==> src/verilog/arh_pkg.sv <==
// package: constants for the automatic rate handshake uart block
package arh_pkg;
  // -----------------------------------------------------------------
  // clock and rates
  // -----------------------------------------------------------------
  localparam int unsigned CLK_HZ      = 100000000;
  localparam int          NUM_RATES   = 8;
  localparam int          DIV_W       = 16;
  // bit times in clock cycles, slowest first: 9600 ... 921600 bps
  localparam logic [DIV_W-1:0] RATE_DIV [NUM_RATES] = '{
    16'(CLK_HZ / 9600),   16'(CLK_HZ / 19200),  16'(CLK_HZ / 38400),
    16'(CLK_HZ / 57600),  16'(CLK_HZ / 115200), 16'(CLK_HZ / 230400),
    16'(CLK_HZ / 460800), 16'(CLK_HZ / 921600)
  };
  // -----------------------------------------------------------------
  // frame format
  // -----------------------------------------------------------------
  localparam int          DATA_BITS   = 8;
  localparam int          STOP_BITS   = 1;
  localparam logic [7:0]  SYNC_BYTE   = 8'h1c;
  localparam logic [7:0]  ACK_BYTE    = 8'h55;
  // welcome text sent after lock, ending in a carriage return
  localparam int          MSG_LEN     = 10;
  localparam logic [7:0]  MSG_TEXT [MSG_LEN] = '{
    8'h0d, 8'h0a, 8'h57, 8'h45, 8'h4c, 8'h43, 8'h4f, 8'h4d, 8'h45, 8'h0d
  };
  // -----------------------------------------------------------------
  // handshake states
  // -----------------------------------------------------------------
  typedef enum logic [2:0] {
    ST_MEASURE = 3'b000,
    ST_SAMPLE  = 3'b001,
    ST_ACK     = 3'b010,
    ST_ECHO    = 3'b011,
    ST_WELCOME = 3'b100,
    ST_LOCKED  = 3'b101
  } arh_state_type;
endpackage

==> src/verilog/arh_uart_tx.sv <==
// file: 8n1 serial transmitter with run-time bit period
`timescale 1ns/1ps
module arh_uart_tx (
  input  wire logic                     ref_clk,   // system clock
  input  wire logic                     rst_n,     // sync reset, active low
  input  wire logic [arh_pkg::DIV_W-1:0] bit_div,  // cycles per bit
  input  wire logic                     tx_valid,  // byte offered
  input  wire logic [7:0]               tx_data,   // byte to send
  output logic                          tx_ready,  // idle, byte taken
  output logic                          txd        // serial line out
);
  typedef struct packed {
    logic                      busy;
    logic [9:0]                shreg;
    logic [3:0]                nbit;
    logic [arh_pkg::DIV_W-1:0] cnt;
  } arh_tx_type;
  arh_tx_type s_q, s_d;

  assign tx_ready = !s_q.busy;
  assign txd      = s_q.shreg[0];

  always_comb begin
    s_d = s_q;
    if (!s_q.busy) begin
      if (tx_valid) begin
        // start bit, eight data bits, one stop bit, no parity
        s_d.shreg = {1'b1, tx_data, 1'b0};
        s_d.busy  = 1'b1;
        s_d.nbit  = 4'h0;
        s_d.cnt   = bit_div - 16'h0001;
      end
    end else if (s_q.cnt != '0) begin
      s_d.cnt = s_q.cnt - 16'h0001;
    end else if (s_q.nbit == 4'h9) begin
      s_d.busy = 1'b0;
    end else begin
      s_d.shreg = {1'b1, s_q.shreg[9:1]};
      s_d.nbit  = s_q.nbit + 4'h1;
      s_d.cnt   = bit_div - 16'h0001;
    end
  end

  always_ff @(posedge ref_clk) begin
    if (!rst_n) begin
      s_q <= '{busy: 1'b0, shreg: 10'h3ff, nbit: 4'h0, cnt: '0};
    end else begin
      s_q <= s_d;
    end
  end
endmodule // arh_uart_tx

==> src/verilog/arh_auto_rate_handshake.sv <==
// file: automatic rate detection handshake for the host serial port
//
// Behaviour
// - only 9600 to 921600 bps in the eight standard steps are used
// - frames are 8 data bits, no parity, 1 stop bit, no flow control
// - rate is found from the host's byte exchange, no configuration written
// - on sync, reply acknowledge 0x55 at the same detected rate
// - on the echoed 0x55, lock the detected rate for all later traffic
// - the exchange is always performed, it cannot be bypassed
// - after lock, send a welcome message
`timescale 1ns/1ps
module arh_auto_rate_handshake (
  input  wire logic       ref_clk,      // 100 mhz system clock
  input  wire logic       rst_n,        // sync reset, active low
  input  wire logic       rxd,          // serial line from host
  output logic            txd,          // serial line to host
  output logic            rate_locked,  // rate fixed, handshake done
  output logic [2:0]      rate_index,   // 0 = 9600 ... 7 = 921600
  output logic            rx_valid,     // one-cycle pulse, byte after lock
  output logic [7:0]      rx_data,      // received byte after lock
  input  wire logic       tx_valid,     // user byte offered after lock
  input  wire logic [7:0] tx_data,      // user byte
  output logic            tx_ready      // user byte taken when high
);
  localparam int DW = arh_pkg::DIV_W;

  // -----------------------------------------------------------------
  // state
  // -----------------------------------------------------------------
  typedef struct packed {
    logic                    rx_s1;
    logic                    rx_s2;
    logic                    rx_prev;
    arh_pkg::arh_state_type  st;
    logic [19:0]             meas;     // low-time count while measuring
    logic [2:0]              idx;
    logic [DW-1:0]           cnt;
    logic [3:0]              nbit;
    logic [7:0]              shreg;
    logic                    rx_busy;
    logic [3:0]              msg_pos;
    logic                    out_valid;
    logic [7:0]              out_data;
  } arh_main_type;
  arh_main_type s_q, s_d;

  logic          ut_valid;
  logic [7:0]    ut_data;
  logic          ut_ready;
  logic [DW-1:0] cur_div;
  logic          byte_done;
  logic [2:0]    snap_idx;

  // -----------------------------------------------------------------
  // rate and state decoding
  // -----------------------------------------------------------------
  // limitation: the rate comes from a single low run, so a host clock off
  // by more than a few percent may land on a neighbouring step or
  // mis-sample the last data bits; traded for a detector with no long
  // averaging counter
  // nearest supported rate by midpoints between neighbouring bit times
  function automatic logic [2:0] arh_snap(input logic [19:0] t);
    logic [2:0] r;
    r = 3'h0;
    for (int i = 1; i < arh_pkg::NUM_RATES; i++) begin
      if (t < 20'((32'(arh_pkg::RATE_DIV[i-1]) + 32'(arh_pkg::RATE_DIV[i])) / 2)) begin
        r = 3'(i);
      end
    end
    return r;
  endfunction

  // states in which the shared receiver owns the synchronised line
  function automatic logic arh_rx_on(input arh_pkg::arh_state_type st);
    return (st == arh_pkg::ST_SAMPLE) || (st == arh_pkg::ST_ECHO) ||
           (st == arh_pkg::ST_LOCKED);
  endfunction

  assign cur_div   = arh_pkg::RATE_DIV[s_q.idx];
  assign byte_done = s_q.rx_busy && (s_q.cnt == '0) && (s_q.nbit == 4'h9);
  assign snap_idx  = arh_snap(20'(s_q.meas / 3));

  // -----------------------------------------------------------------
  // next state
  // -----------------------------------------------------------------
  always_comb begin
    s_d           = s_q;
    s_d.rx_s1     = rxd;
    s_d.rx_s2     = s_q.rx_s1;
    s_d.rx_prev   = s_q.rx_s2;
    s_d.out_valid = 1'b0;
    ut_valid      = 1'b0;
    ut_data       = arh_pkg::ACK_BYTE;

    // sync 0x1c starts with start bit plus two zero data bits: the first
    // low run is three bit times, which measures the rate by itself
    case (s_q.st)
      arh_pkg::ST_MEASURE: begin
        if (!s_q.rx_s2) begin
          // saturate: a line stuck low must not wrap into a short, fast-looking run
          if (s_q.meas != 20'hfffff) begin
            s_d.meas = s_q.meas + 20'h00001;
          end
        end else if (s_q.rx_prev == 1'b0 && s_q.meas != '0) begin
          s_d.idx  = snap_idx;
          s_d.meas = '0;
          // resume mid bit 2 of the sync byte and collect the rest
          s_d.st      = arh_pkg::ST_SAMPLE;
          s_d.rx_busy = 1'b1;
          s_d.nbit    = 4'h3;
          s_d.shreg   = 8'h00;
          s_d.cnt     = DW'(arh_pkg::RATE_DIV[snap_idx] / 2);
        end
      end
      arh_pkg::ST_SAMPLE, arh_pkg::ST_ECHO: begin
        if (byte_done) begin
          s_d.rx_busy = 1'b0;
          if (s_q.st == arh_pkg::ST_SAMPLE) begin
            // only a clean sync byte is answered, others restart detection
            s_d.st = (s_q.shreg == arh_pkg::SYNC_BYTE && s_q.rx_s2)
                     ? arh_pkg::ST_ACK : arh_pkg::ST_MEASURE;
          end else if (s_q.shreg == arh_pkg::ACK_BYTE && s_q.rx_s2) begin
            s_d.st      = arh_pkg::ST_WELCOME;
            s_d.msg_pos = 4'h0;
          end else begin
            s_d.st = arh_pkg::ST_MEASURE; // a retried sync is measured afresh
          end
        end
      end
      arh_pkg::ST_ACK: begin
        // the transmitter idles here, so the reply leaves within one cycle
        ut_valid = 1'b1;
        ut_data  = arh_pkg::ACK_BYTE;
        if (ut_ready) begin
          s_d.st = arh_pkg::ST_ECHO;
        end
      end
      arh_pkg::ST_WELCOME: begin
        // lock shows once the last welcome byte is taken, not when it ends
        ut_valid = 1'b1;
        ut_data  = arh_pkg::MSG_TEXT[s_q.msg_pos];
        if (ut_ready) begin
          if (s_q.msg_pos == 4'(arh_pkg::MSG_LEN - 1)) begin
            s_d.st = arh_pkg::ST_LOCKED;
          end else begin
            s_d.msg_pos = s_q.msg_pos + 4'h1;
          end
        end
      end
      arh_pkg::ST_LOCKED: begin
        ut_valid = tx_valid;
        ut_data  = tx_data;
        // a bad stop bit drops the byte; there is no framing error flag
        if (byte_done) begin
          s_d.rx_busy   = 1'b0;
          s_d.out_valid = s_q.rx_s2; // stop bit must be high
          s_d.out_data  = s_q.shreg;
        end
      end
      default: begin
        s_d.st = arh_pkg::ST_MEASURE;
      end
    endcase

    // shared receiver for sync, echo and locked phases, at the detected rate
    if (arh_rx_on(s_q.st)) begin
      if (!s_q.rx_busy) begin
        if (s_q.st != arh_pkg::ST_SAMPLE && s_q.rx_prev && !s_q.rx_s2) begin
          s_d.rx_busy = 1'b1;
          s_d.nbit    = 4'h0;
          s_d.cnt     = DW'(cur_div / 2);
        end
      end else if (s_q.cnt != '0) begin
        s_d.cnt = s_q.cnt - 16'h0001;
      end else if (s_q.nbit == 4'h0) begin
        // false start bit is dropped
        s_d.rx_busy = !s_q.rx_s2;
        s_d.nbit    = 4'h1;
        s_d.cnt     = cur_div - 16'h0001;
      end else if (s_q.nbit != 4'h9) begin
        s_d.shreg = {s_q.rx_s2, s_q.shreg[7:1]};
        s_d.nbit  = s_q.nbit + 4'h1;
        s_d.cnt   = cur_div - 16'h0001;
      end
    end
  end

  always_ff @(posedge ref_clk) begin
    if (!rst_n) begin
      // line synchroniser resets to the idle level so no false edge follows
      s_q <= '{rx_s1: 1'b1, rx_s2: 1'b1, rx_prev: 1'b1, st: arh_pkg::ST_MEASURE,
               meas: '0, idx: 3'h0, cnt: '0, nbit: 4'h0, shreg: 8'h00,
               rx_busy: 1'b0, msg_pos: 4'h0, out_valid: 1'b0, out_data: 8'h00};
    end else begin
      s_q <= s_d;
    end
  end

  // -----------------------------------------------------------------
  // transmitter and outputs
  // -----------------------------------------------------------------
  arh_uart_tx u_tx (
    .ref_clk  (ref_clk),
    .rst_n    (rst_n),
    .bit_div  (cur_div),
    .tx_valid (ut_valid),
    .tx_data  (ut_data),
    .tx_ready (ut_ready),
    .txd      (txd)
  );

  // user bytes are refused until the handshake has fixed the rate
  assign tx_ready    = (s_q.st == arh_pkg::ST_LOCKED) && ut_ready;
  assign rate_locked = (s_q.st == arh_pkg::ST_LOCKED);
  assign rate_index  = s_q.idx;
  assign rx_valid    = s_q.out_valid;
  assign rx_data     = s_q.out_data;
endmodule // arh_auto_rate_handshake

==> config.mk <==
export PLATFORM = sky130hd
export DESIGN_NAME = arh_auto_rate_handshake
export DESIGN_NICKNAME = d
export VERILOG_FILES = /design/src/verilog/arh_pkg.sv /design/src/verilog/arh_uart_tx.sv /design/src/verilog/arh_auto_rate_handshake.sv
export SDC_FILE = /design/constraint.sdc
export NUM_CORES = 1
export LEC_CHECK = 0
export ABC_AREA = 1
export BUFFER_PORTS_ARGS = -buffer_cell sky130_fd_sc_hd__buf_2
export CAP_MARGIN = 20
export CORE_MARGIN = 4
export CORE_UTILIZATION = 64
export CTS_CLUSTER_DIAMETER = 200
export DETAILED_ROUTE_END_ITERATION = 8
export GPL_ROUTABILITY_DRIVEN = 0
export GPL_TIMING_DRIVEN = 0
export HOLD_SLACK_MARGIN = 0.15
export PLACE_DENSITY = 0.82
export SLEW_MARGIN = 0
export SYNTH_ARGS = -nofsm -noshare
export SYNTH_HDL_FRONTEND = slang
export SYNTH_SLANG_ARGS = --single-unit
==> constraint.sdc <==
create_clock -name ref_clk -period 7.4 [get_ports ref_clk]
set_input_delay 1.48 -clock ref_clk [delete_from_list [all_inputs] [get_ports ref_clk]]
set_output_delay 1.48 -clock ref_clk [all_outputs]
set_load 0.02 [all_outputs]
==> results list <==
* Result of the run: complete, no violations
- First DRT Iteration DRCs: around 800
- Clock tree synthesis selected as its root buffer the cell sky130_fd_sc_hd__clkbuf_16.
- The HPWL after detailed placement is around 15000 um.
- The share of the Yosys chip area taken by registers is 0.2655.
- Critical setup path kind: flip-flop to flip-flop
- Layout-stage area growth over the synthesis result: 9.811%
- Clock insertion delay at the later pin of the skew report: between 0.3 and 0.4 ns
- Top routing layer in use: met4
- Total clock sinks: around 100
- Hold Path Origin: s_d[69]
- Transition time of the tightest slew-check pin: between 0.9 and 1 ns
- Height of the chip: approximately 120 um
- In this run, synthesis produced a sequential element count of between 100 and 150.
- Buffers placed on the I/O ports in this run total 26.
* Remaining max-slew budget at the tightest pin: 0.3822
* Wire length on met3: around 1800 um
- After detailed routing, the wire length on met1 is around 9700 um.
* Post-placement setup slack: 0.6124 ns
- Fmax: 147.2 MHz
- Data arrives at the worst endpoint at 7.04 ns.
* Hold WS: 0.4505 ns
- The detail route stage leaves a number of antenna-violating nets equal to 0.
* Fraction of layout instances using a drive strength above 1: 0.1297
* Max rail drop VDD: about 220 uV
* Global-route wire length before repair: ~34000 um
- Aggregate global routing overflow: 0
- CP Launch Type: flip-flop
* Via count of the first global-routing pass: between 7000 and 8000
- Worst-path cell with the longest stage delay: sky130_fd_sc_hd__dfxtp_1
- Final count of pins violating max slew: 0
- Number of hold-slack violations in the final timing report: 0
* Clock slew at reported path FFs: 0.07 ns
- Design Power: around 2.3 mW
- Total routing resource utilization after global routing: 0.2939
- Most repeated library cell on the critical path: sky130_fd_sc_hd__nand2_1
- Counting along the longest clock path gives a buffer depth of 2.
* Leakage power: about 3.7 nW
- Final #Nets: around 1300
- Dividing the synthesized area by the synthesized cell count gives approximately 6.5 um^2.
- Via density: slightly below 6
* Final core area utilization: 0.7302
* Routed met2 length: 8720 um
- The H-tree generated during clock tree synthesis spans 3 levels.
* Area of the core: around 0.012 mm^2
- Area share of the leading cell type in the synthesized netlist: 0.2655
- CTS tree: built
- Yosys printed 0 warnings.
- Endpoint kind of the worst setup timing path: flip-flop
* Number of buffers created by CTS: 9
- For the final database, setup skew stands at between 0.01 and 0.015 ns.
- Via count of the routed design: between 8000 and 9000
- Post-detailed-route wirelength per cell: approximately 15 um
- During I/O placement, the number of pins put on the boundary was 27.
- Critical path origin: s_q[63]
- Number of setup violations in the final report: 0
- In this run, post-CTS hold repair placed 0 buffers.
- Summing all placed instances gives a cell area of around 0.0080 mm^2.
* Initial cell density of the core: 0.6649
* Top area cells in the synthesized netlist: sky130_fd_sc_hd__dfxtp_1, sky130_fd_sc_hd__nand2_1, sky130_fd_sc_hd__inv_1, sky130_fd_sc_hd__nor2_1, sky130_fd_sc_hd__nand3_1
* Worst path max stage delay: ~0.3 ns
- Of the available clock period, the critical path in the final layout requires 0.9178.
- The die covers between 0.01 and 0.015 mm^2.
* Pin count of the biggest net entering global routing: 19
- Number of detailed-routing iterations run before antenna repair: 6
* FF-to-FF setup slack: 0.61 ns
- Data on the critical path is required at its endpoint by ~7.7 ns.
* HP Class: flip-flop to flip-flop
- Final Routed Wirelength: 20800 um
- Design area: ~0.0084 mm^2
- In the post-route analysis, the smallest setup slack over all paths is approximately 0.6 ns.
* Number of core rows: 39
- Minimum period implied by the final worst setup slack: 6.792 ns
* Post-synth top area cell: sky130_fd_sc_hd__dfxtp_1
* Synthesized Nets: 1231
- Crit path max fanout: 8
- Post-Syn Area: between 0.007 and 0.008 mm^2
- The cell count after synthesis came out at around 1200.
- Source of the worst register-to-register timing path: s_q[63]
* Number of antenna violations at the first check in global routing: 0
* DRC violation count after routing: 0
* Number of max-cap violations: 0
- Horiz. Die Dim: approximately 120 um
- Post-synthesis cell type count: 57
* Cell area power density: ~270 mW/mm^2
report_power, final:
| part | total, mW | internal, mW | switching [mW] |
|---|---|---|---|
| clock | 0.465 | 0.235 | 0.231 |
| combinational | 1.07 | 0.356 | 0.717 |
| sequential | 0.720 | 0.641 | 0.0794 |
| total | 2.26 | 1.23 | 1.03 |
cell families after synthesis:
kind of cell,count (synthesis),synth area share
adder cells (fa/ha/maj),27,0.04393
flip-flops,102,0.2655
AND/OR/NAND/NOR,521,0.3111
buffers and inverters,242,0.1254
XOR/XNOR,25,0.02847
AO/OA/AOI/OAI,275,0.2255
path summary, 6_finish.rpt:
check,depth (start not counted),endpoint
setup / recovery,61,s_q[32]
hold / removal,1,s_d[68]
setup reg to reg,61,s_q[32]
hold reg to reg,1,s_d[68]
per-stage QoR:
step,cells,TNS [ns]
after floorplan,1192,0
after global placement,1361,0
after detailed placement,1361,0
after CTS,1377,0
after global routing,1384,-0.05902
final,1385,0
synthesized netlist by cell type, drive strengths merged:
cell type,n
nor3b,3
nor2,115
a311oi,2
or2,7
xnor2,9
a211o,1
o2bb2ai,1
buf,16
o211a,1
o221ai,6
dfxtp,102
a32oi,5
o32ai,2
ha,27
inv,197
a32o,1
nand2,240
a31oi,13
a41oi,1
nor3,38
o41ai,2
o2111ai,2
o211ai,16
a221o,3
nand4,22
o31ai,3
a211oi,20
clkbuf,25
nand3,84
xor2,16
o22ai,11
or4,1
o21bai,9
o21ai,88
a22oi,3
o21a,2
a21boi,2
a21oi,75
nor4,11
a221oi,6
clkinv,4
sequential cells by signal, summed over array words and instances (netlist names):
name        cells
u_tx.s_q       30
u_tx.txd        1
rx_valid        1
rx_data         8
s_d             2
rate_index      3
s_q            57
what timing repair did:
item	CTS	global route
endpoints found under the setup margin	0	6
hold endpoints to repair	0	0
gates resized for setup	0	28
setup buffers	0	7
critical path, delay by kind of cell, from the launching register on:
family / cells / cell delay, ns
flip-flops: 1 / 0.30
AO/OA/AOI/OAI: 16 / 2.09
adder cells (fa/ha/maj): 2 / 0.44
buffers and inverters: 8 / 0.74
AND/OR/NAND/NOR: 35 / 3.10
metal layers:
metal,vias to the layer above,global-route usage
li1,4088,-
met1,3633,0.4257
met2,366,0.4301
met3,63,0.06295
met4,0,0.1040
met5,-,0
layout make-up:
type / count / area [um^2]
inverter: 201 / 762.0
clock buffer: 10 / 229.0
antenna: 1 / 2.502
timing repair buffer: 33 / 182.7
clock inverter: 6 / 56.30
buffer: 41 / 205.2
sequential: 102 / 2044
fill: 993 / 3120
tap: 143 / 178.9
multi-input combinational: 848 / 4783
placed cells by master (no fill, tap or decap), types with 7 or more instances in the layout:
cell,instances
sky130_fd_sc_hd__buf_4,19
sky130_fd_sc_hd__clkbuf_1,25
sky130_fd_sc_hd__nor2_1,106
sky130_fd_sc_hd__o21ai_1,17
sky130_fd_sc_hd__nand2_2,28
sky130_fd_sc_hd__a31oi_1,13
sky130_fd_sc_hd__inv_2,11
sky130_fd_sc_hd__o21ai_0,63
sky130_fd_sc_hd__nand3_2,8
sky130_fd_sc_hd__o21ai_2,7
sky130_fd_sc_hd__nor3_1,38
sky130_fd_sc_hd__nand4_1,22
sky130_fd_sc_hd__nand3_1,73
sky130_fd_sc_hd__a21oi_1,69
sky130_fd_sc_hd__a211oi_1,20
sky130_fd_sc_hd__o22ai_1,11
sky130_fd_sc_hd__xor2_1,16
sky130_fd_sc_hd__nand2_1,207
sky130_fd_sc_hd__ha_1,26
sky130_fd_sc_hd__xnor2_1,9
sky130_fd_sc_hd__inv_1,184
sky130_fd_sc_hd__clkbuf_16,9
sky130_fd_sc_hd__buf_2,30
sky130_fd_sc_hd__dfxtp_1,100
sky130_fd_sc_hd__nor4_1,11
sky130_fd_sc_hd__o211ai_1,16
Power figures use the tool's default switching activity.
